$ cat src/sgdc_regs.vh
// Purpose: Register offsets, field positions and reset values of the
//          scatter-gather DMA channel control block.
// Assumes: Included by the channel design file of the block by its bare name.
// Notes:   Offsets are register indices; byte address is index times four.
`ifndef SGDC_REGS_VH
`define SGDC_REGS_VH

// ----------------------------------------------------------------------
// Register indices
// ----------------------------------------------------------------------
`define SGDC_IDX_START_QUEUE 4'h0
`define SGDC_IDX_DONE_QUEUE 4'h1
`define SGDC_IDX_PTR_HI 4'h2
`define SGDC_IDX_PTR_LO 4'h3
`define SGDC_IDX_LEN_HI 4'h4
`define SGDC_IDX_LEN_LO 4'h5
`define SGDC_IDX_TOTAL_PKTS 4'h6
`define SGDC_IDX_DONE_PKTS 4'h7
`define SGDC_IDX_STATUS 4'h8
`define SGDC_IDX_COMMAND 4'h9
`define SGDC_IDX_PAIR_CTRL 4'hA

// ----------------------------------------------------------------------
// Status fields
// ----------------------------------------------------------------------
`define SGDC_STS_BUSY 7
`define SGDC_STS_BUS_DONE 6
`define SGDC_STS_DONE_FULL 3
`define SGDC_STS_DONE_EMPTY 2
`define SGDC_STS_START_FULL 1
`define SGDC_STS_START_EMPTY 0

// ----------------------------------------------------------------------
// Command fields
// ----------------------------------------------------------------------
`define SGDC_CMD_HEADER 2
`define SGDC_CMD_BUFFER 1
`define SGDC_CMD_ENABLE 0
`define SGDC_CMD_RESET 3'h0

// ----------------------------------------------------------------------
// Header and packet constants
// ----------------------------------------------------------------------
`define SGDC_HDR_ADDR_LO 8'h08
`define SGDC_PLAIN_ADDR_LO 8'h00
`define SGDC_HDR_SIZE_OFS 8'h06
`define SGDC_HDR_BYTES 16'h0008
`define SGDC_HDR_RD_ADJ 16'h0009
`define SGDC_ONE 16'h0001

`endif

$ cat src/sgdc_queue.v
// Purpose: Small synchronous queue of packet numbers with fill count.
// Assumes: Pushes into a full queue and pops from an empty one are dropped.
// Notes:   Head word is shown combinationally from the array.
`timescale 1ns/100ps
`default_nettype none

module sgdc_queue #(
    parameter WIDTH = 5,
    parameter DEPTH = 16,
    parameter AW = 4
) (
    input wire clk, // System clock
    input wire srst, // Synchronous reset, active high
    input wire push, // Write one entry
    input wire [WIDTH-1:0] push_data, // Entry to write
    input wire pop, // Remove oldest entry
    output wire [WIDTH-1:0] head, // Oldest entry
    output wire full, // No room left
    output wire empty, // Nothing stored
    output wire [AW:0] count // Entries stored
);
    reg [WIDTH-1:0] mem [0:DEPTH-1];
    reg [AW-1:0] wr_ptr_reg;
    reg [AW-1:0] rd_ptr_reg;
    reg [AW:0] count_reg;
    wire do_push;
    wire do_pop;

    // Guard against overflow and underflow
    assign do_push = push & (count_reg != DEPTH[AW:0]);
    assign do_pop = pop & (count_reg != {(AW+1){1'b0}});
    assign head = mem[rd_ptr_reg];
    assign full = (count_reg == DEPTH[AW:0]);
    assign empty = (count_reg == {(AW+1){1'b0}});
    assign count = count_reg;

    // Storage array
    always @(posedge clk) begin
        if (do_push) begin
            mem[wr_ptr_reg] <= push_data;
        end
    end

    // Pointers and fill count
    always @(posedge clk) begin
        if (srst) begin
            wr_ptr_reg <= {AW{1'b0}};
            rd_ptr_reg <= {AW{1'b0}};
            count_reg <= {(AW+1){1'b0}};
        end else begin
            if (do_push) begin
                wr_ptr_reg <= wr_ptr_reg + {{(AW-1){1'b0}}, 1'b1};
            end
            if (do_pop) begin
                rd_ptr_reg <= rd_ptr_reg + {{(AW-1){1'b0}}, 1'b1};
            end
            if (do_push & ~do_pop) begin
                count_reg <= count_reg + {{AW{1'b0}}, 1'b1};
            end else if (do_pop & ~do_push) begin
                count_reg <= count_reg - {{AW{1'b0}}, 1'b1};
            end
        end
    end
endmodule // sgdc_queue

`default_nettype wire

$ cat src/sgdc_channel.v
// Purpose: Command and queue-status logic of one scatter-gather DMA channel.
// Assumes: Avalon-MM slave with waitrequest, 32-bit data, byte addresses.
// Notes:   The legacy DMA core and packet memory sit outside this module.
//
// Functional notes
// - Status bit 1 reads 1 while the start queue is full.
// - Status bit 0 reads 1 while the start queue is empty.
// - Command bits 7 to 3 always read back as zero.
// - Command bit 2 marks a packet header; only with buffer operation.
// - Command bit 1 selects buffer operation (1) or bus memory (0).
// - Bus memory: count is length minus one, address from pointer registers.
// - Buffer without header: count length minus one, address packet high, low 0.
// - Buffer with header: address high from packet, low byte 8.
// - Buffer read with header: count is header size minus 9.
// - Header size 8: no transfer, packet still pushed to done queue.
// - Buffer write with header: count length minus one, length plus 8 at offset 6.
// - Command bit 0 enables the channel when 1, disables when 0.
// - Disable mid-cycle, buffer operation: push packet, return to idle.
// - Disable mid-cycle, bus memory operation: simply return to idle.
// - Paired transfer disabled: push buffer packet, skip updates, go idle.
// - Paired transfers only between packet buffer and bus memory.
// - Status bit 7 is set while a transfer is in progress.
// - Reading the done queue returns oldest packet and pops it.
//
// Design decision made here: the Avalon-MM interface to the registers.
`timescale 1ns/100ps
`default_nettype none
`include "sgdc_regs.vh"

module sgdc_channel #(
    parameter QUEUE_DEPTH = 16,
    parameter QUEUE_AW = 4
) (
    input wire clk, // System clock, 25 MHz
    input wire srst, // Synchronous reset, active high
    input wire [5:0] avs_address, // Byte address
    input wire avs_read, // Read request
    input wire avs_write, // Write request
    input wire [31:0] avs_writedata, // Write data, low byte used
    input wire [3:0] avs_byteenable, // Byte lanes
    output wire avs_waitrequest, // Stall until answer
    output reg [31:0] avs_readdata, // Read data
    input wire partner_enable, // Enable bit of the paired channel
    input wire partner_buffer_select, // Operation select of the paired channel
    output wire channel_enable, // This channel's enable bit
    output wire buffer_select, // This channel's operation select
    input wire buffer_read, // Core moves data out of packet buffer
    output reg core_load, // Load pulse for the legacy DMA core
    output reg [15:0] core_count, // Count for the core
    output reg [15:0] core_addr, // Start address for the core
    input wire terminal_count, // Core reached terminal count
    output reg hdr_req, // Header access request
    output reg hdr_we, // Header access is a write
    output reg [15:0] hdr_addr, // Header byte address
    output reg [15:0] hdr_wdata, // Header size to store
    input wire hdr_ack, // Header access done
    input wire [15:0] hdr_rdata // Header size read back
);
    // ------------------------------------------------------------------
    // States
    // ------------------------------------------------------------------
    localparam ST_IDLE = 6'b000001;
    localparam ST_FETCH = 6'b000010;
    localparam ST_HDR_RD = 6'b000100;
    localparam ST_HDR_WR = 6'b001000;
    localparam ST_LOAD = 6'b010000;
    localparam ST_RUN = 6'b100000;

    // ------------------------------------------------------------------
    // Declarations
    // ------------------------------------------------------------------
    reg [2:0] cmd_reg;
    reg pair_reg;
    reg [15:0] pointer_reg;
    reg [15:0] length_reg;
    reg [4:0] total_reg;
    reg bus_done_reg;
    reg [5:0] state_reg;
    reg [4:0] pkt_reg;
    reg ack_reg;
    reg [7:0] rd_byte;
    wire [3:0] reg_idx;
    wire req;
    wire wr_take;
    wire rd_take;
    wire start_push;
    wire done_pop;
    reg done_push;
    wire [4:0] start_head;
    wire [4:0] done_head;
    wire start_full;
    wire start_empty;
    wire done_full;
    wire done_empty;
    wire [QUEUE_AW:0] done_count;
    wire header_present;
    wire pair_active;
    wire abort;
    wire busy;
    wire [15:0] pkt_base;
    wire [7:0] status_byte;

    // High address byte formed from the packet number
    function [7:0] pkt_page;
        input [4:0] pkt;
        begin
            pkt_page = {3'h0, pkt};
        end
    endfunction

    // ------------------------------------------------------------------
    // Bus slave
    // ------------------------------------------------------------------
    // One wait cycle, then the request completes
    assign reg_idx = avs_address[5:2];
    assign req = avs_read | avs_write;
    assign avs_waitrequest = req & ~ack_reg;
    assign wr_take = avs_write & ack_reg & avs_byteenable[0];
    assign rd_take = avs_read & ack_reg;

    // Acknowledge toggle
    always @(posedge clk) begin
        if (srst) begin
            ack_reg <= 1'b0;
        end else begin
            ack_reg <= req & ~ack_reg;
        end
    end

    // Read data captured one edge before the completing edge
    always @(posedge clk) begin
        if (srst) begin
            avs_readdata <= 32'h00000000;
        end else if (avs_read & ~ack_reg) begin
            avs_readdata <= {24'h000000, rd_byte};
        end
    end

    // ------------------------------------------------------------------
    // Queues
    // ------------------------------------------------------------------
    // Writing the start index pushes a packet number
    assign start_push = wr_take & (reg_idx == `SGDC_IDX_START_QUEUE);
    assign done_pop = rd_take & (reg_idx == `SGDC_IDX_DONE_QUEUE);

    sgdc_queue #(
        .WIDTH(5),
        .DEPTH(QUEUE_DEPTH),
        .AW(QUEUE_AW)
    ) u_start_queue (
        .clk(clk),
        .srst(srst),
        .push(start_push),
        .push_data(avs_writedata[4:0]),
        .pop(state_reg == ST_FETCH),
        .head(start_head),
        .full(start_full),
        .empty(start_empty),
        .count()
    );

    sgdc_queue #(
        .WIDTH(5),
        .DEPTH(QUEUE_DEPTH),
        .AW(QUEUE_AW)
    ) u_done_queue (
        .clk(clk),
        .srst(srst),
        .push(done_push),
        .push_data(pkt_reg),
        .pop(done_pop),
        .head(done_head),
        .full(done_full),
        .empty(done_empty),
        .count(done_count)
    );

    // ------------------------------------------------------------------
    // Decoded control
    // ------------------------------------------------------------------
    // Header bit counts only for buffer operation
    assign header_present = cmd_reg[`SGDC_CMD_HEADER] & cmd_reg[`SGDC_CMD_BUFFER];
    assign channel_enable = cmd_reg[`SGDC_CMD_ENABLE];
    assign buffer_select = cmd_reg[`SGDC_CMD_BUFFER];
    // Pairing only buffer with bus memory
    assign pair_active = pair_reg & (buffer_select != partner_buffer_select);
    assign abort = ~channel_enable | (pair_active & ~partner_enable);
    assign busy = (state_reg != ST_IDLE);
    assign pkt_base = {pkt_page(pkt_reg), `SGDC_PLAIN_ADDR_LO};

    assign status_byte = {busy, bus_done_reg, 2'b00, done_full, done_empty, start_full, start_empty};

    // Register read multiplexer
    always @* begin
        case (reg_idx)
            `SGDC_IDX_DONE_QUEUE: rd_byte = {3'h0, done_head};
            `SGDC_IDX_PTR_HI: rd_byte = pointer_reg[15:8];
            `SGDC_IDX_PTR_LO: rd_byte = pointer_reg[7:0];
            `SGDC_IDX_LEN_HI: rd_byte = length_reg[15:8];
            `SGDC_IDX_LEN_LO: rd_byte = length_reg[7:0];
            `SGDC_IDX_TOTAL_PKTS: rd_byte = {3'h0, total_reg};
            `SGDC_IDX_DONE_PKTS: rd_byte = {{(7-QUEUE_AW){1'b0}}, done_count};
            `SGDC_IDX_STATUS: rd_byte = status_byte;
            `SGDC_IDX_COMMAND: rd_byte = {5'h00, cmd_reg};
            `SGDC_IDX_PAIR_CTRL: rd_byte = {7'h00, pair_reg};
            default: rd_byte = 8'h00;
        endcase
    end

    // ------------------------------------------------------------------
    // Software registers
    // ------------------------------------------------------------------
    // Command, pairing, pointer and length registers
    always @(posedge clk) begin
        if (srst) begin
            cmd_reg <= `SGDC_CMD_RESET;
            pair_reg <= 1'b0;
            pointer_reg <= 16'h0000;
            length_reg <= 16'h0000;
        end else begin
            if (wr_take & (reg_idx == `SGDC_IDX_COMMAND)) begin
                // Select bits assumed stable while busy
                cmd_reg <= avs_writedata[2:0];
            end
            if (wr_take & (reg_idx == `SGDC_IDX_PAIR_CTRL)) begin
                pair_reg <= avs_writedata[0];
            end
            if (wr_take & (reg_idx == `SGDC_IDX_PTR_HI)) begin
                pointer_reg[15:8] <= avs_writedata[7:0];
            end else if (wr_take & (reg_idx == `SGDC_IDX_PTR_LO)) begin
                pointer_reg[7:0] <= avs_writedata[7:0];
            end else if ((state_reg == ST_RUN) & ~abort & terminal_count & ~buffer_select) begin
                // Bus pointer advances past a finished block
                pointer_reg <= pointer_reg + length_reg;
            end
            if (wr_take & (reg_idx == `SGDC_IDX_LEN_HI)) begin
                length_reg[15:8] <= avs_writedata[7:0];
            end else if (wr_take & (reg_idx == `SGDC_IDX_LEN_LO)) begin
                length_reg[7:0] <= avs_writedata[7:0];
            end
        end
    end

    // Packets held by the channel, start pushes minus done pops
    always @(posedge clk) begin
        if (srst) begin
            total_reg <= 5'h00;
        end else if (start_push & ~start_full & ~(done_pop & ~done_empty)) begin
            total_reg <= total_reg + 5'h01;
        end else if (done_pop & ~done_empty & ~(start_push & ~start_full)) begin
            total_reg <= total_reg - 5'h01;
        end
    end

    // Bus transfer done flag, set wins over the disable clear
    always @(posedge clk) begin
        if (srst) begin
            bus_done_reg <= 1'b0;
        end else if ((state_reg == ST_RUN) & ~abort & terminal_count & ~buffer_select) begin
            bus_done_reg <= 1'b1;
        end else if (~channel_enable) begin
            bus_done_reg <= 1'b0;
        end
    end

    // ------------------------------------------------------------------
    // Transfer sequencer
    // ------------------------------------------------------------------
    // Done queue push decision
    always @* begin
        done_push = 1'b0;
        if (busy & (state_reg != ST_FETCH) & abort) begin
            // Disabled buffer channel reports its packet
            // Bus memory channel just goes idle
            done_push = buffer_select;
        end else if ((state_reg == ST_HDR_RD) & hdr_ack & (hdr_rdata == `SGDC_HDR_BYTES)) begin
            done_push = 1'b1;
        end else if ((state_reg == ST_RUN) & terminal_count) begin
            done_push = buffer_select;
        end
    end

    // Sequencer state and outputs to the core and packet memory
    always @(posedge clk) begin
        if (srst) begin
            state_reg <= ST_IDLE;
            pkt_reg <= 5'h00;
            core_load <= 1'b0;
            core_count <= 16'h0000;
            core_addr <= 16'h0000;
            hdr_req <= 1'b0;
            hdr_we <= 1'b0;
            hdr_addr <= 16'h0000;
            hdr_wdata <= 16'h0000;
        end else begin
            core_load <= 1'b0;
            case (state_reg)
                ST_IDLE: begin
                    hdr_req <= 1'b0;
                    if (channel_enable & ~start_empty) begin
                        state_reg <= ST_FETCH;
                    end
                end
                ST_FETCH: begin
                    pkt_reg <= start_head;
                    if (header_present) begin
                        hdr_req <= 1'b1;
                        hdr_addr <= {pkt_page(start_head), `SGDC_HDR_SIZE_OFS};
                        hdr_we <= ~buffer_read;
                        // Stored size is payload plus header
                        hdr_wdata <= length_reg + `SGDC_HDR_BYTES;
                        state_reg <= buffer_read ? ST_HDR_RD : ST_HDR_WR;
                    end else begin
                        state_reg <= ST_LOAD;
                    end
                end
                ST_HDR_RD: begin
                    if (abort) begin
                        hdr_req <= 1'b0;
                        state_reg <= ST_IDLE;
                    end else if (hdr_ack) begin
                        hdr_req <= 1'b0;
                        core_count <= hdr_rdata - `SGDC_HDR_RD_ADJ;
                        core_addr <= {pkt_page(pkt_reg), `SGDC_HDR_ADDR_LO};
                        core_load <= (hdr_rdata != `SGDC_HDR_BYTES);
                        state_reg <= (hdr_rdata == `SGDC_HDR_BYTES) ? ST_IDLE : ST_RUN;
                    end
                end
                ST_HDR_WR: begin
                    if (abort) begin
                        hdr_req <= 1'b0;
                        state_reg <= ST_IDLE;
                    end else if (hdr_ack) begin
                        hdr_req <= 1'b0;
                        hdr_we <= 1'b0;
                        core_count <= length_reg - `SGDC_ONE;
                        core_addr <= {pkt_page(pkt_reg), `SGDC_HDR_ADDR_LO};
                        core_load <= 1'b1;
                        state_reg <= ST_RUN;
                    end
                end
                ST_LOAD: begin
                    if (abort) begin
                        state_reg <= ST_IDLE;
                    end else begin
                        core_count <= length_reg - `SGDC_ONE;
                        core_addr <= buffer_select ? pkt_base : pointer_reg;
                        core_load <= 1'b1;
                        state_reg <= ST_RUN;
                    end
                end
                ST_RUN: begin
                    if (abort | terminal_count) begin
                        state_reg <= ST_IDLE;
                    end
                end
                default: begin
                    state_reg <= ST_IDLE;
                end
            endcase
        end
    end
endmodule // sgdc_channel

`default_nettype wire

$ cat config.mk
export PLATFORM = sky130hd
export DESIGN_NAME = sgdc_channel
export DESIGN_NICKNAME = d
export VERILOG_FILES = /design/src/sgdc_queue.v /design/src/sgdc_channel.v
export VERILOG_INCLUDE_DIRS = /design/src
export SDC_FILE = /design/constraint.sdc
export NUM_CORES = 1
export LEC_CHECK = 0
export BUFFER_PORTS_ARGS = -buffer_cell sky130_fd_sc_hd__buf_4
export CORE_MARGIN = 3
export CORE_UTILIZATION = 50
export CTS_BUF_LIST = sky130_fd_sc_hd__clkbuf_2
export CTS_CLUSTER_SIZE = 25
export DETAILED_ROUTE_END_ITERATION = 8
export PLACE_DENSITY = 0.7
export SLEW_MARGIN = 30
export SYNTH_ARGS = -nofsm -noshare
export SYNTH_HDL_FRONTEND = slang
export SYNTH_HIERARCHICAL = 1
export SYNTH_SLANG_ARGS = --single-unit
export TNS_END_PERCENT = 20
$ cat constraint.sdc
create_clock -name clk -period 4.64 [get_ports clk]
set_input_delay 0.232 -clock clk [delete_from_list [all_inputs] [get_ports clk]]
set_output_delay 0.232 -clock clk [all_outputs]
set_load 0.02 [all_outputs]
==> results of run 1 <==
worst register-to-register path: cells and delay by family, from the launching register on:
family          cells  cell delay (ns)
compound gates      5             1.19
fa+ha+maj           2             0.51
buf+inv             3             0.45
flops               1             0.40
mux                 1             0.36
simple gates        4             0.65
cell usage in the layout (no fill, tap or decap), types with 14 or more instances in the layout:
master         synthesis  final
mux2i_1               29     29
buf_4                 35    128
xor2_1                37     37
clkbuf_2               0    122
nand2_1              139    139
nor2b_1               20     20
edfxtp_1             160    160
dfxtp_1              153    153
nor2_1               127    126
conb_1                 1     33
inv_1                 34     34
o21ai_0               32     32
o211ai_1              19     19
a22oi_1               31     31
nor4_1                22     18
a211oi_1              27     27
dlygate4sd3_1          0     50
nor3_1                26     25
clkinv_1               0     14
ha_1                  42     42
nand3_1               52     52
a21oi_1               88     87
xnor2_1               25     25
and2_1                20     20
mux4_2                41     41
where the power goes:
part / total, mW / switching [mW] / internal [mW] / leakage (nW)
registers: 2.90 / 0.00874 / 2.89 / 2.69
logic: 0.241 / 0.154 / 0.0872 / 3.31
clock network: 1.84 / 1.13 / 0.707 / 0.554
metal layers:
metal / part of all wire (%) / routed length (um) / up-vias
li1: - / - / 5524
met1: 43 / 17500 / 5797
met2: 47 / 19100 / 520
met3: 8.0 / 3300 / 96
met4: 2.6 / 1060 / 0
met5: 0 / 0 / -
worst max-delay path by stage:
stage / start / endpoint / slack, ns / depth (start not counted)
6_report: hdr_rdata[6] / u_done_queue/count[4]$_SDFFE_PP0P_ / 0.40 / 18
3_3_place_gp: hdr_rdata[6] / u_done_queue/count[4]$_SDFFE_PP0P_ / 0.71 / 16
3_5_place_dp: hdr_rdata[6] / u_done_queue/count[4]$_SDFFE_PP0P_ / 0.62 / 16
4_1_cts: hdr_rdata[6] / u_done_queue/count[4]$_SDFFE_PP0P_ / 0.52 / 18
2_1_floorplan: cmd_reg[1]$_SDFFE_PP0P_ / u_done_queue/count[4]$_SDFFE_PP0P_ / 1.21 / 17
5_1_grt: hdr_rdata[6] / u_done_queue/count[4]$_SDFFE_PP0P_ / 0.12 / 18
layout make-up:
type | count | area share, %
inverter | 36 | 0.802
timing repair buffer | 179 | 8.39
tap | 390 | 2.79
multi-input combinational | 975 | 38.8
sequential | 313 | 45.0
clock inverter | 23 | 0.673
clock buffer | 121 | 3.46
antenna | 2 | 0.0286
repair_timing:
action	4_1_cts	5_1_grt
setup endpoints to repair	0	0
endpoints found under the hold margin	175	0
hold buffers	50	0
cells by family after synthesis:
family          after synthesis  share of synthesized area [%]
other cells                   1                         0.0246
xor+xnor                     64                           3.77
buf+inv                     154                           5.05
mux                          75                           8.31
fa+ha+maj                    46                           3.96
compound gates              276                           11.9
flops                       313                           51.5
simple gates                481                           15.5
==> impl_metrics.env, run 1 <==
export IMPL_status="complete, no violations"
export IMPL_whs_ns=0.163
export IMPL_drc=0
export IMPL_slew_headroom_pct=34.9
export IMPL_grt_ovfl_total=0
export IMPL_synthArstFlopShare_pct=0
export IMPL_critPathMaxFanout=8
export IMPL_hold_class="primary input to flop"
export IMPL_cts_buffers=79
export IMPL_yosysTopAreaCellShare_pct=31.5
export IMPL_cpPeakStageDelay_ns=0.59
export IMPL_regArea_sq_mm=0.00787
export IMPL_post_cts_setup_buffer_count=0
export IMPL_fmaxAchievable_ghz=0.236
export IMPL_layout_nets=1697
export IMPL_pre_cts_ws_ns=0.616
export IMPL_clk_latency_ns=0.92
export IMPL_grt_antenna_before_repair=2
export IMPL_whs_path_depth=4
export IMPL_slew_viol_final=0
export IMPL_setup_viol=0
export IMPL_yosysTopAreaCell="edfxtp_1"
export IMPL_worst_pin_slew_ns=0.977
export IMPL_synth_area_sq_mm=0.0153
export IMPL_drive_gt1_share_pct=20.6
export IMPL_clock_sinks=313
export IMPL_dieArea_sq_mm=0.0327
export IMPL_grt_busiest_layer="met2"
export IMPL_fp_row_count=63
export IMPL_drtPass1Iterations=5
export IMPL_end_kind="flop"
export IMPL_syn_avg_cell_area_sq_um=10.8
export IMPL_synthCells=1410
export IMPL_grtUsageMet3_pct=5.78
export IMPL_grtUsageMet1_pct=34.2
export IMPL_rsz0062_at_grt="no"
export IMPL_synth_area_leaders="edfxtp_1 (31%), dfxtp_1 (20%), mux4_2 (6.0%)"
export IMPL_vias=11937
export IMPL_die_x_um=181
export IMPL_ir_drop_mv=0.242
export IMPL_htreeDepth=3
export IMPL_drv_cap=0
export IMPL_track_usage_pct=24.5
export IMPL_fin_area_sq_mm=0.0175
export IMPL_final_fill_count=2508
export IMPL_cts_root_buf="clkbuf_2"
export IMPL_cpMaxStageDelayCell="dlygate4sd3_1"
export IMPL_cp_start_kind="primary input"
export IMPL_placed_cell_area_sq_mm=0.0162
export IMPL_crit_chain="dlygate4sd3_1, buf_4, nor4_1, nand2_1, nor4_1, dlygate4sd3_1, buf_4, nand3_1, o21ai_0, o21ai_4, inv_4, ha_1, inv_1, ha_1, a21oi_1, a211oi_1, a31oi_1, mux2_2"
export IMPL_netlist_top_cells_count="edfxtp_1 (160), dfxtp_1 (153), nand2_1 (139)"
export IMPL_worstSetupPathType="primary input to flop"
export IMPL_finalPower_mw=4.98
export IMPL_dpl_hpwl_um=27800
export IMPL_grt_pass1_vias=11525
export IMPL_routed_via_density=5.85
export IMPL_required_ns=5.43
export IMPL_hold_path_startpoint="avs_writedata[6]"
export IMPL_area_growth_synth_to_final_pct=14.4
export IMPL_worstPathArrival_ns=5.04
export IMPL_clkTransAtPathRegs_ns=0.10
export IMPL_hold_violations=0
export IMPL_cp_top_family="buffers and inverters"
export IMPL_critPathBufInv=6
export IMPL_yosysWarnings=6
export IMPL_synth_seq_area_share_pct=51.5
export IMPL_cts_tree="built"
export IMPL_fin_cells=2039
export IMPL_grt_pass1_wl_um=64000
export IMPL_io_buffers=106
export IMPL_r2r_end="u_done_queue/count[4]$_SDFFE_PP0P_"
export IMPL_leakage_nw=6.55
export IMPL_ff2ff_setup_slack_ns=0.98
export IMPL_io_pins=169
export IMPL_power_density_mw_per_mm2=285
export IMPL_yosysMostFrequentCell="edfxtp_1"
export IMPL_tns_ns=0
export IMPL_synth_seq_cells=313
export IMPL_ant_nets=0
export IMPL_r2r_start="state_reg[2]$_SDFFE_PP0P_"
export IMPL_synth_enable_flop_cells=160
export IMPL_finalCritPeriodShare_pct=91.5
export IMPL_grtUsageMet2_pct=38.2
export IMPL_skew_ns=0.100
export IMPL_multi_input_area_sq_mm=0.00679
export IMPL_routed_wirelength_um=41000
export IMPL_drtIter0Drc=1286
export IMPL_grt_max_degree=52
export IMPL_cts_resized=0
export IMPL_layout_min_cycle_time_ns=4.24
export IMPL_start_util_pct=51.1
export IMPL_hold_end="length_reg[14]$_SDFFE_PP0P_"
export IMPL_die_y_um=181
export IMPL_core_region_area_sq_mm=0.0299
export IMPL_setup_slack_ns=0.396
export IMPL_post_route_util_pct=58.5
export IMPL_synth_ff_type="edfxtp_1"
export IMPL_clockBufferDepth=3
export IMPL_routedWlPerCell_um=20.1
export IMPL_yosysUniqueCellTypes=80
export IMPL_place_congestion=0.919
export IMPL_reg_top3="u_done_queue/mem: 80 flops, u_start_queue/mem: 80 flops"
export IMPL_worst_r2r_path_depth=15
export IMPL_placedCellCount=1842
Note: power is estimated with default switching activity, not from simulation.
==> run 2: changes to the inputs <==
--- a/config.mk
+++ b/config.mk
@@ -8,14 +8,12 @@
 export LEC_CHECK = 0
 export BUFFER_PORTS_ARGS = -buffer_cell sky130_fd_sc_hd__buf_4
 export CORE_MARGIN = 3
-export CORE_UTILIZATION = 50
+export CORE_UTILIZATION = 39
 export CTS_BUF_LIST = sky130_fd_sc_hd__clkbuf_2
 export CTS_CLUSTER_SIZE = 25
 export DETAILED_ROUTE_END_ITERATION = 8
-export PLACE_DENSITY = 0.7
 export SLEW_MARGIN = 30
 export SYNTH_ARGS = -nofsm -noshare
 export SYNTH_HDL_FRONTEND = slang
-export SYNTH_HIERARCHICAL = 1
 export SYNTH_SLANG_ARGS = --single-unit
 export TNS_END_PERCENT = 20
==> impl_metrics.env, run 2 <==
export IMPL_status="complete, no violations"
export IMPL_yosysUniqueCellTypes=71
export IMPL_io_buffers=106
export IMPL_rsz0062_at_grt="no"
export IMPL_slew_headroom_pct=41.2
export IMPL_htreeDepth=3
export IMPL_cts_buffers=79
export IMPL_grt_ovfl_total=0
export IMPL_placedCellCount=1875
export IMPL_worstPathArrival_ns=4.52
export IMPL_die_x_um=201
export IMPL_drv_cap=0
export IMPL_vias=11109
export IMPL_hold_path_startpoint="hdr_rdata[3]"
export IMPL_drtIter0Drc=873
export IMPL_synthCells=1335
export IMPL_synth_simple_area_share_pct=14.2
export IMPL_r2r_start="state_reg[3]$_SDFFE_PP0P_"
export IMPL_hold_class="primary input to flop"
export IMPL_grt_pass1_vias=10882
export IMPL_clock_sinks=313
export IMPL_finalCritPeriodShare_pct=79.8
export IMPL_whs_path_depth=5
export IMPL_setup_viol=0
export IMPL_r2r_end="u_done_queue.count[4]$_SDFFE_PP0P_"
export IMPL_fp_row_count=70
export IMPL_fin_cells=2073
export IMPL_place_congestion=0.852
export IMPL_synth_area_leaders="edfxtp_1 (32%), dfxtp_1 (21%), mux4_2 (7.6%)"
export IMPL_final_cell_mix="edfxtp_1 (160), dfxtp_1 (150), nor2_1 (135)"
export IMPL_post_cts_setup_buffer_count=0
export IMPL_layout_min_cycle_time_ns=3.70
export IMPL_area_growth_synth_to_final_pct=15.8
export IMPL_synth_area_sq_mm=0.0149
export IMPL_synth_seq_area_share_pct=52.8
export IMPL_routedWlPerCell_um=19.6
export IMPL_clockBufferDepth=3
export IMPL_skew_ns=0.0769
export IMPL_worst_r2r_path_depth=12
export IMPL_critPathMaxFanout=7
export IMPL_hold_end="core_count[3]$_SDFFE_PP0P_"
export IMPL_clkTransAtPathRegs_ns=0.11
export IMPL_syn_avg_cell_area_sq_um=11.2
export IMPL_synthArstFlopShare_pct=0
export IMPL_yosysMostFrequentCell="edfxtp_1"
export IMPL_dpl_hpwl_um=28100
export IMPL_grt_pass1_wl_um=62700
export IMPL_layout_commonest_cell="edfxtp_1"
export IMPL_cts_root_buf="clkbuf_2"
export IMPL_synth_xor_area_share_pct=3.88
export IMPL_hold_violations=0
export IMPL_wl_met1_um=18200
export IMPL_layout_nets=1619
export IMPL_yosysWarnings=0
export IMPL_required_ns=5.46
export IMPL_synth_compound_area_share_pct=10.7
export IMPL_cts_hold_buf=54
export IMPL_synth_top_family_by_area="simple AND/OR/NAND/NOR gates"
export IMPL_cts_tree="built"
export IMPL_drtPass1Iterations=5
export IMPL_cp_start_kind="flop"
export IMPL_worstSetupPathType="flop to flop"
export IMPL_drive_gt1_share_pct=19.5
export IMPL_finalPower_mw=5.13
export IMPL_wl_met3_um=2420
export IMPL_dieArea_sq_mm=0.0406
export IMPL_track_usage_pct=19.7
export IMPL_slew_viol_final=0
export IMPL_ir_drop_mv=0.182
export IMPL_io_pins=169
export IMPL_reg_top3="u_done_queue.mem: 80 flops, u_start_queue.mem: 80 flops"
export IMPL_synth_ff_type="edfxtp_1"
export IMPL_highest_signal_layer="met4"
export IMPL_start_util_pct=40.1
export IMPL_core_region_area_sq_mm=0.0371
export IMPL_synth_seq_cells=313
export IMPL_leakage_nw=6.32
export IMPL_yosysTopAreaCell="edfxtp_1"
export IMPL_post_route_util_pct=46.5
export IMPL_wl_met2_um=18900
export IMPL_routed_via_density=5.36
export IMPL_yosysTopAreaCellShare_pct=32.3
export IMPL_ff2ff_setup_slack_ns=0.94
export IMPL_end_kind="flop"
export IMPL_cts_resized=0
export IMPL_fmaxAchievable_ghz=0.270
export IMPL_grt_max_degree=76
export IMPL_grt_antenna_before_repair=1
export IMPL_worst_pin_slew_ns=0.876
export IMPL_synth_enable_flop_cells=160
export IMPL_power_density_mw_per_mm2=297
export IMPL_synthAdderAreaFrac_pct=4.07
export IMPL_ant_nets=0
export IMPL_synthMuxAreaShare_pct=10.0
export IMPL_netlist_top_cells_count="edfxtp_1 (160), dfxtp_1 (153), nor2_1 (138)"
export IMPL_tns_ns=0
export IMPL_die_y_um=201
export IMPL_clk_latency_ns=0.92
export IMPL_routed_wirelength_um=40500
export IMPL_drc=0
==> run 2: cell type report <==
class                   instances  area [sq um]
clock inverters                34           178
multi-input cells             920          6530
repair buffers                171          1420
flip-flops and latches        313          7870
fillers                      3599         19900
diodes                          1          2.50
inverters                      21          78.8
well taps                     504           631
clock buffers                 109           546
==> run 2: cells by family (layout without fill, tap and decap cells) <==
logic type / Yosys count / after routing
compound gates: 243 / 243
xor+xnor: 66 / 66
fa+ha+maj: 46 / 46
buf+inv: 134 / 335
flops: 313 / 313
mux: 85 / 85
other cells: 1 / 34
simple gates: 447 / 447
==> run 2: metal layers <==
metal	vias up	track usage [%]
li1	5255	-
met4	0	7.05
met5	-	0
met3	71	4.19
met1	5415	26.6
met2	368	31.5
==> run 2: power by group <==
part | internal (mW) | switching [mW] | leakage (nW) | total, mW
registers | 2.92 | 0.0338 | 2.69 | 2.95
clock network | 0.706 | 1.13 | 0.537 | 1.84
logic | 0.119 | 0.221 | 3.09 | 0.339
==> run 2: how the worst max path moves through the flow <==
| stage | end | from | depth (start not counted) | slack [ns] |
|---|---|---|---|---|
| finish | u_done_queue.count[4]$_SDFFE_PP0P_ | state_reg[3]$_SDFFE_PP0P_ | 12 | 0.94 |
| floorplan | u_done_queue.count[4]$_SDFFE_PP0P_ | state_reg[3]$_SDFFE_PP0P_ | 14 | 1.12 |
| CTS | u_done_queue.count[4]$_SDFFE_PP0P_ | state_reg[3]$_SDFFE_PP0P_ | 12 | 0.98 |
| detailed placement | u_done_queue.count[4]$_SDFFE_PP0P_ | hdr_rdata[0] | 15 | 0.93 |
| global placement | u_done_queue.count[4]$_SDFFE_PP0P_ | hdr_rdata[0] | 15 | 0.94 |
| global route | u_done_queue.count[4]$_SDFFE_PP0P_ | state_reg[3]$_SDFFE_PP0P_ | 12 | 0.67 |
==> run 2: metrics by stage <==
stage	area, sq um	hold slack, ns	worst slack [ns]
floorplan	15000	0.331	1.12
global placement	16000	0.443	0.938
detailed placement	16000	0.449	0.927
CTS	17200	0.0337	0.976
global route	17300	0.135	0.667
finish	17300	0.127	0.936
==> run 2: critical path, cell delays in order, from the launching register on <==
cell and delay [ns]:
dfxtp_1 0.39, nor4_1 0.52, o21ai_0 0.34, a2111o_1 0.49, a31oi_2 0.25, ha_1 0.23
inv_1 0.10, fa_1 0.41, a21o_1 0.18, a21oi_1 0.19, xnor2_1 0.09, or3_1 0.30
a21oi_1 0.14
==> run 3: changes to the inputs <==
--- a/config.mk
+++ b/config.mk
@@ -6,6 +6,7 @@
 export SDC_FILE = /design/constraint.sdc
 export NUM_CORES = 1
 export LEC_CHECK = 0
+export ABC_AREA = 1
 export BUFFER_PORTS_ARGS = -buffer_cell sky130_fd_sc_hd__buf_4
 export CORE_MARGIN = 3
 export CORE_UTILIZATION = 39
==> constraint.sdc (replaced) <==
create_clock -name clk -period 3.4 [get_ports clk]
set_input_delay 0.17 -clock clk [delete_from_list [all_inputs] [get_ports clk]]
set_output_delay 0.17 -clock clk [all_outputs]
set_load 0.02 [all_outputs]
==> impl_metrics.env, run 3 <==
export IMPL_cts_root_buf="clkbuf_2"
export IMPL_crit_top_cell="nand2_1"
export IMPL_post_route_util_pct=46.7
export IMPL_whs_ns=0.0827
export IMPL_pre_cts_ws_ns=0.532
export IMPL_power_density_mw_per_mm2=437
export IMPL_die_y_um=208
export IMPL_synthAdderAreaFrac_pct=3.79
export IMPL_critPathBufInv=4
export IMPL_dieArea_sq_mm=0.0435
export IMPL_whs_path_depth=4
export IMPL_hold_end="length_reg[5]$_SDFFE_PP0P_"
export IMPL_hold_class="primary input to flop"
export IMPL_synth_seq_cells=313
export IMPL_cts_buffers=82
export IMPL_rsz0062_at_grt="no"
export IMPL_yosysTopAreaCell="edfxtp_1"
export IMPL_yosysMostFrequentCell="nand2_1"
export IMPL_start_util_pct=39.9
export IMPL_grt_max_degree=64
export IMPL_cpPeakStageDelay_ns=0.66
export IMPL_yosysTopAreaCellShare_pct=30.0
export IMPL_die_x_um=208
export IMPL_drv_cap=0
export IMPL_cp_top_family="buffers and inverters"
export IMPL_io_pins=169
export IMPL_clkTransAtPathRegs_ns=0.11
export IMPL_required_ns=4.23
export IMPL_status="complete, no violations"
export IMPL_synth_top_family_by_area="simple AND/OR/NAND/NOR gates"
export IMPL_grt_pass1_vias=13740
export IMPL_fmaxAchievable_ghz=0.318
export IMPL_regArea_sq_mm=0.00787
export IMPL_cts_tree="built"
export IMPL_area_growth_synth_to_final_pct=17.0
export IMPL_grt_pass1_wl_um=74300
export IMPL_r2r_start="cmd_reg[1]$_SDFFE_PP0P_"
export IMPL_routed_via_density=5.06
export IMPL_clockBufferDepth=3
export IMPL_final_cell_mix="nand2_1 (437), inv_1 (268), nand3_1 (194)"
export IMPL_htreeDepth=3
export IMPL_tns_ns=0
export IMPL_multi_input_area_sq_mm=0.00662
export IMPL_hold_path_startpoint="avs_writedata[5]"
export IMPL_slew_headroom_pct=32.1
export IMPL_grt_antenna_before_repair=2
export IMPL_yosysWarnings=0
export IMPL_synth_area_sq_mm=0.0160
export IMPL_synth_enable_flop_cells=160
export IMPL_worst_r2r_path_depth=14
export IMPL_critPathMaxFanout=6
export IMPL_cpMaxStageDelayCell="dlygate4sd3_1"
export IMPL_ir_drop_mv=0.207
export IMPL_synth_area_leaders="edfxtp_1 (30%), dfxtp_1 (19%), nand2_1 (10%)"
export IMPL_clock_sinks=313
export IMPL_drc=0
export IMPL_synth_seq_area_share_pct=49.2
export IMPL_finalPower_mw=8.18
export IMPL_synth_xor_area_share_pct=1.37
export IMPL_vias=14253
export IMPL_io_buffers=106
export IMPL_drtPass1Iterations=6
export IMPL_layout_commonest_cell="nand2_1"
export IMPL_synthArstFlopShare_pct=0
export IMPL_synth_ff_type="edfxtp_1"
export IMPL_worst_pin_slew_ns=1.02
export IMPL_routed_wirelength_um=47800
export IMPL_netlist_top_cells_count="nand2_1 (437), inv_1 (268), nand3_1 (194)"
export IMPL_finalCritPeriodShare_pct=92.5
export IMPL_leakage_nw=8.31
export IMPL_drtIter0Drc=890
export IMPL_syn_avg_cell_area_sq_um=7.96
export IMPL_slew_viol_final=0
export IMPL_placed_cell_area_sq_mm=0.0172
export IMPL_synth_compound_area_share_pct=11.2
export IMPL_reg_top3="u_done_queue.mem: 80 flops, u_start_queue.mem: 80 flops"
export IMPL_ff2ff_setup_slack_ns=0.26
export IMPL_hold_violations=0
export IMPL_placedCellCount=2592
export IMPL_final_fill_count=4000
export IMPL_fin_area_sq_mm=0.0187
export IMPL_drive_gt1_share_pct=13.5
export IMPL_cp_startpoint="cmd_reg[1]$_SDFFE_PP0P_"
export IMPL_layout_nets=2340
export IMPL_worstSetupPathType="flop to flop"
export IMPL_worstPathArrival_ns=3.97
export IMPL_setup_viol=0
export IMPL_track_usage_pct=21.5
export IMPL_r2r_end="state_reg[2]$_SDFFE_PP0P_"
export IMPL_post_cts_setup_buffer_count=0
export IMPL_clk_latency_ns=0.97
export IMPL_synthCells=2009
export IMPL_dpl_hpwl_um=33200
export IMPL_fin_cells=2816
export IMPL_end_kind="flop"
export IMPL_setup_slack_ns=0.256
export IMPL_core_region_area_sq_mm=0.0401
export IMPL_synthMuxAreaShare_pct=0
export IMPL_crit_chain="inv_2, nand2_1, nand4_1, nand2_2, nor2_1, dlygate4sd3_1, nand2_1, nand2_1, a21oi_1, dlygate4sd3_1, nand2_1, nand2_1, nor2_1, dlygate4sd3_1"
export IMPL_routedWlPerCell_um=17.0
export IMPL_layout_min_cycle_time_ns=3.14
export IMPL_place_congestion=0.929
export IMPL_yosysUniqueCellTypes=48
export IMPL_cp_start_kind="flop"
export IMPL_synth_simple_area_share_pct=24.2
export IMPL_skew_ns=0.0978
export IMPL_fp_row_count=73
export IMPL_ant_nets=0
export IMPL_grt_ovfl_total=0
run 3: changes by cell type after synthesis, sizes merged, moves of 32 or more:
cell   before  now
a21oi      84  136
inv        21  275
mux4       50    0
nand2     127  444
nand3      38  199
nor2      138  197
o21ai      26  155
xnor2      38    6
run 3: how the worst max path moves through the flow:
stage	end	slack [ns]	cells after the start
after floorplan	u_done_queue.count[4]$_SDFFE_PP0P_	0.60	19
after global placement	u_done_queue.count[4]$_SDFFE_PP0P_	0.50	18
after detailed placement	u_done_queue.count[4]$_SDFFE_PP0P_	0.53	18
after CTS	state_reg[2]$_SDFFE_PP0P_	0.20	14
after global routing	state_reg[2]$_SDFFE_PP0P_	0.03	14
final	state_reg[2]$_SDFFE_PP0P_	0.26	14
run 3: worst register-to-register path, stage by stage (launching register included):
cell	delay [ns]
dfxtp_2	0.40
inv_2	0.05
nand2_1	0.05
nand4_1	0.11
nand2_2	0.16
nor2_1	0.05
dlygate4sd3_1	0.55
nand2_1	0.09
nand2_1	0.05
a21oi_1	0.11
dlygate4sd3_1	0.66
nand2_1	0.07
nand2_1	0.06
nor2_1	0.06
dlygate4sd3_1	0.55
run 3: per-layer routing:
metal  share of wire, %  global-route usage (%)  wire length (um)  up-vias
met5                  0                       0                 0        -
met2                 48                    36.6             23100      451
li1                   -                       -                 -     7028
met1                 42                    27.3             20200     6682
met3                6.2                    3.51              2980       92
met4                3.1                    8.56              1490        0
run 3: cells by family after synthesis:
group,after synthesis
and+or+nand+nor,907
AOI/OAI and AO/OA,335
adders and majority gates,46
xor gates and xnor gates,25
other,1
buffers and inverters,382
DFF,313
run 3: repair_timing:
| action | in CTS | in global routing |
|---|---|---|
| resized for setup | 0 | 1 |
| hold buffers | 76 | 0 |
| endpoints found under the hold margin | 202 | 0 |
| setup endpoints to repair | 0 | 1 |
run 3: report_power, final:
part	internal, mW	total (mW)	switching [mW]
registers	4.08	4.19	0.104
clock network	1.15	2.73	1.58
logic	0.457	1.27	0.811
run 3: final cells by class:
cell class | instances | area share, %
clock inverters | 18 | 0.689
clock buffers | 129 | 3.45
diodes | 1 | 0.0134
well taps | 525 | 3.51
multi-input cells | 1346 | 35.4
flip-flops and latches | 313 | 42.1
repair buffers | 203 | 9.23
inverters | 281 | 5.64
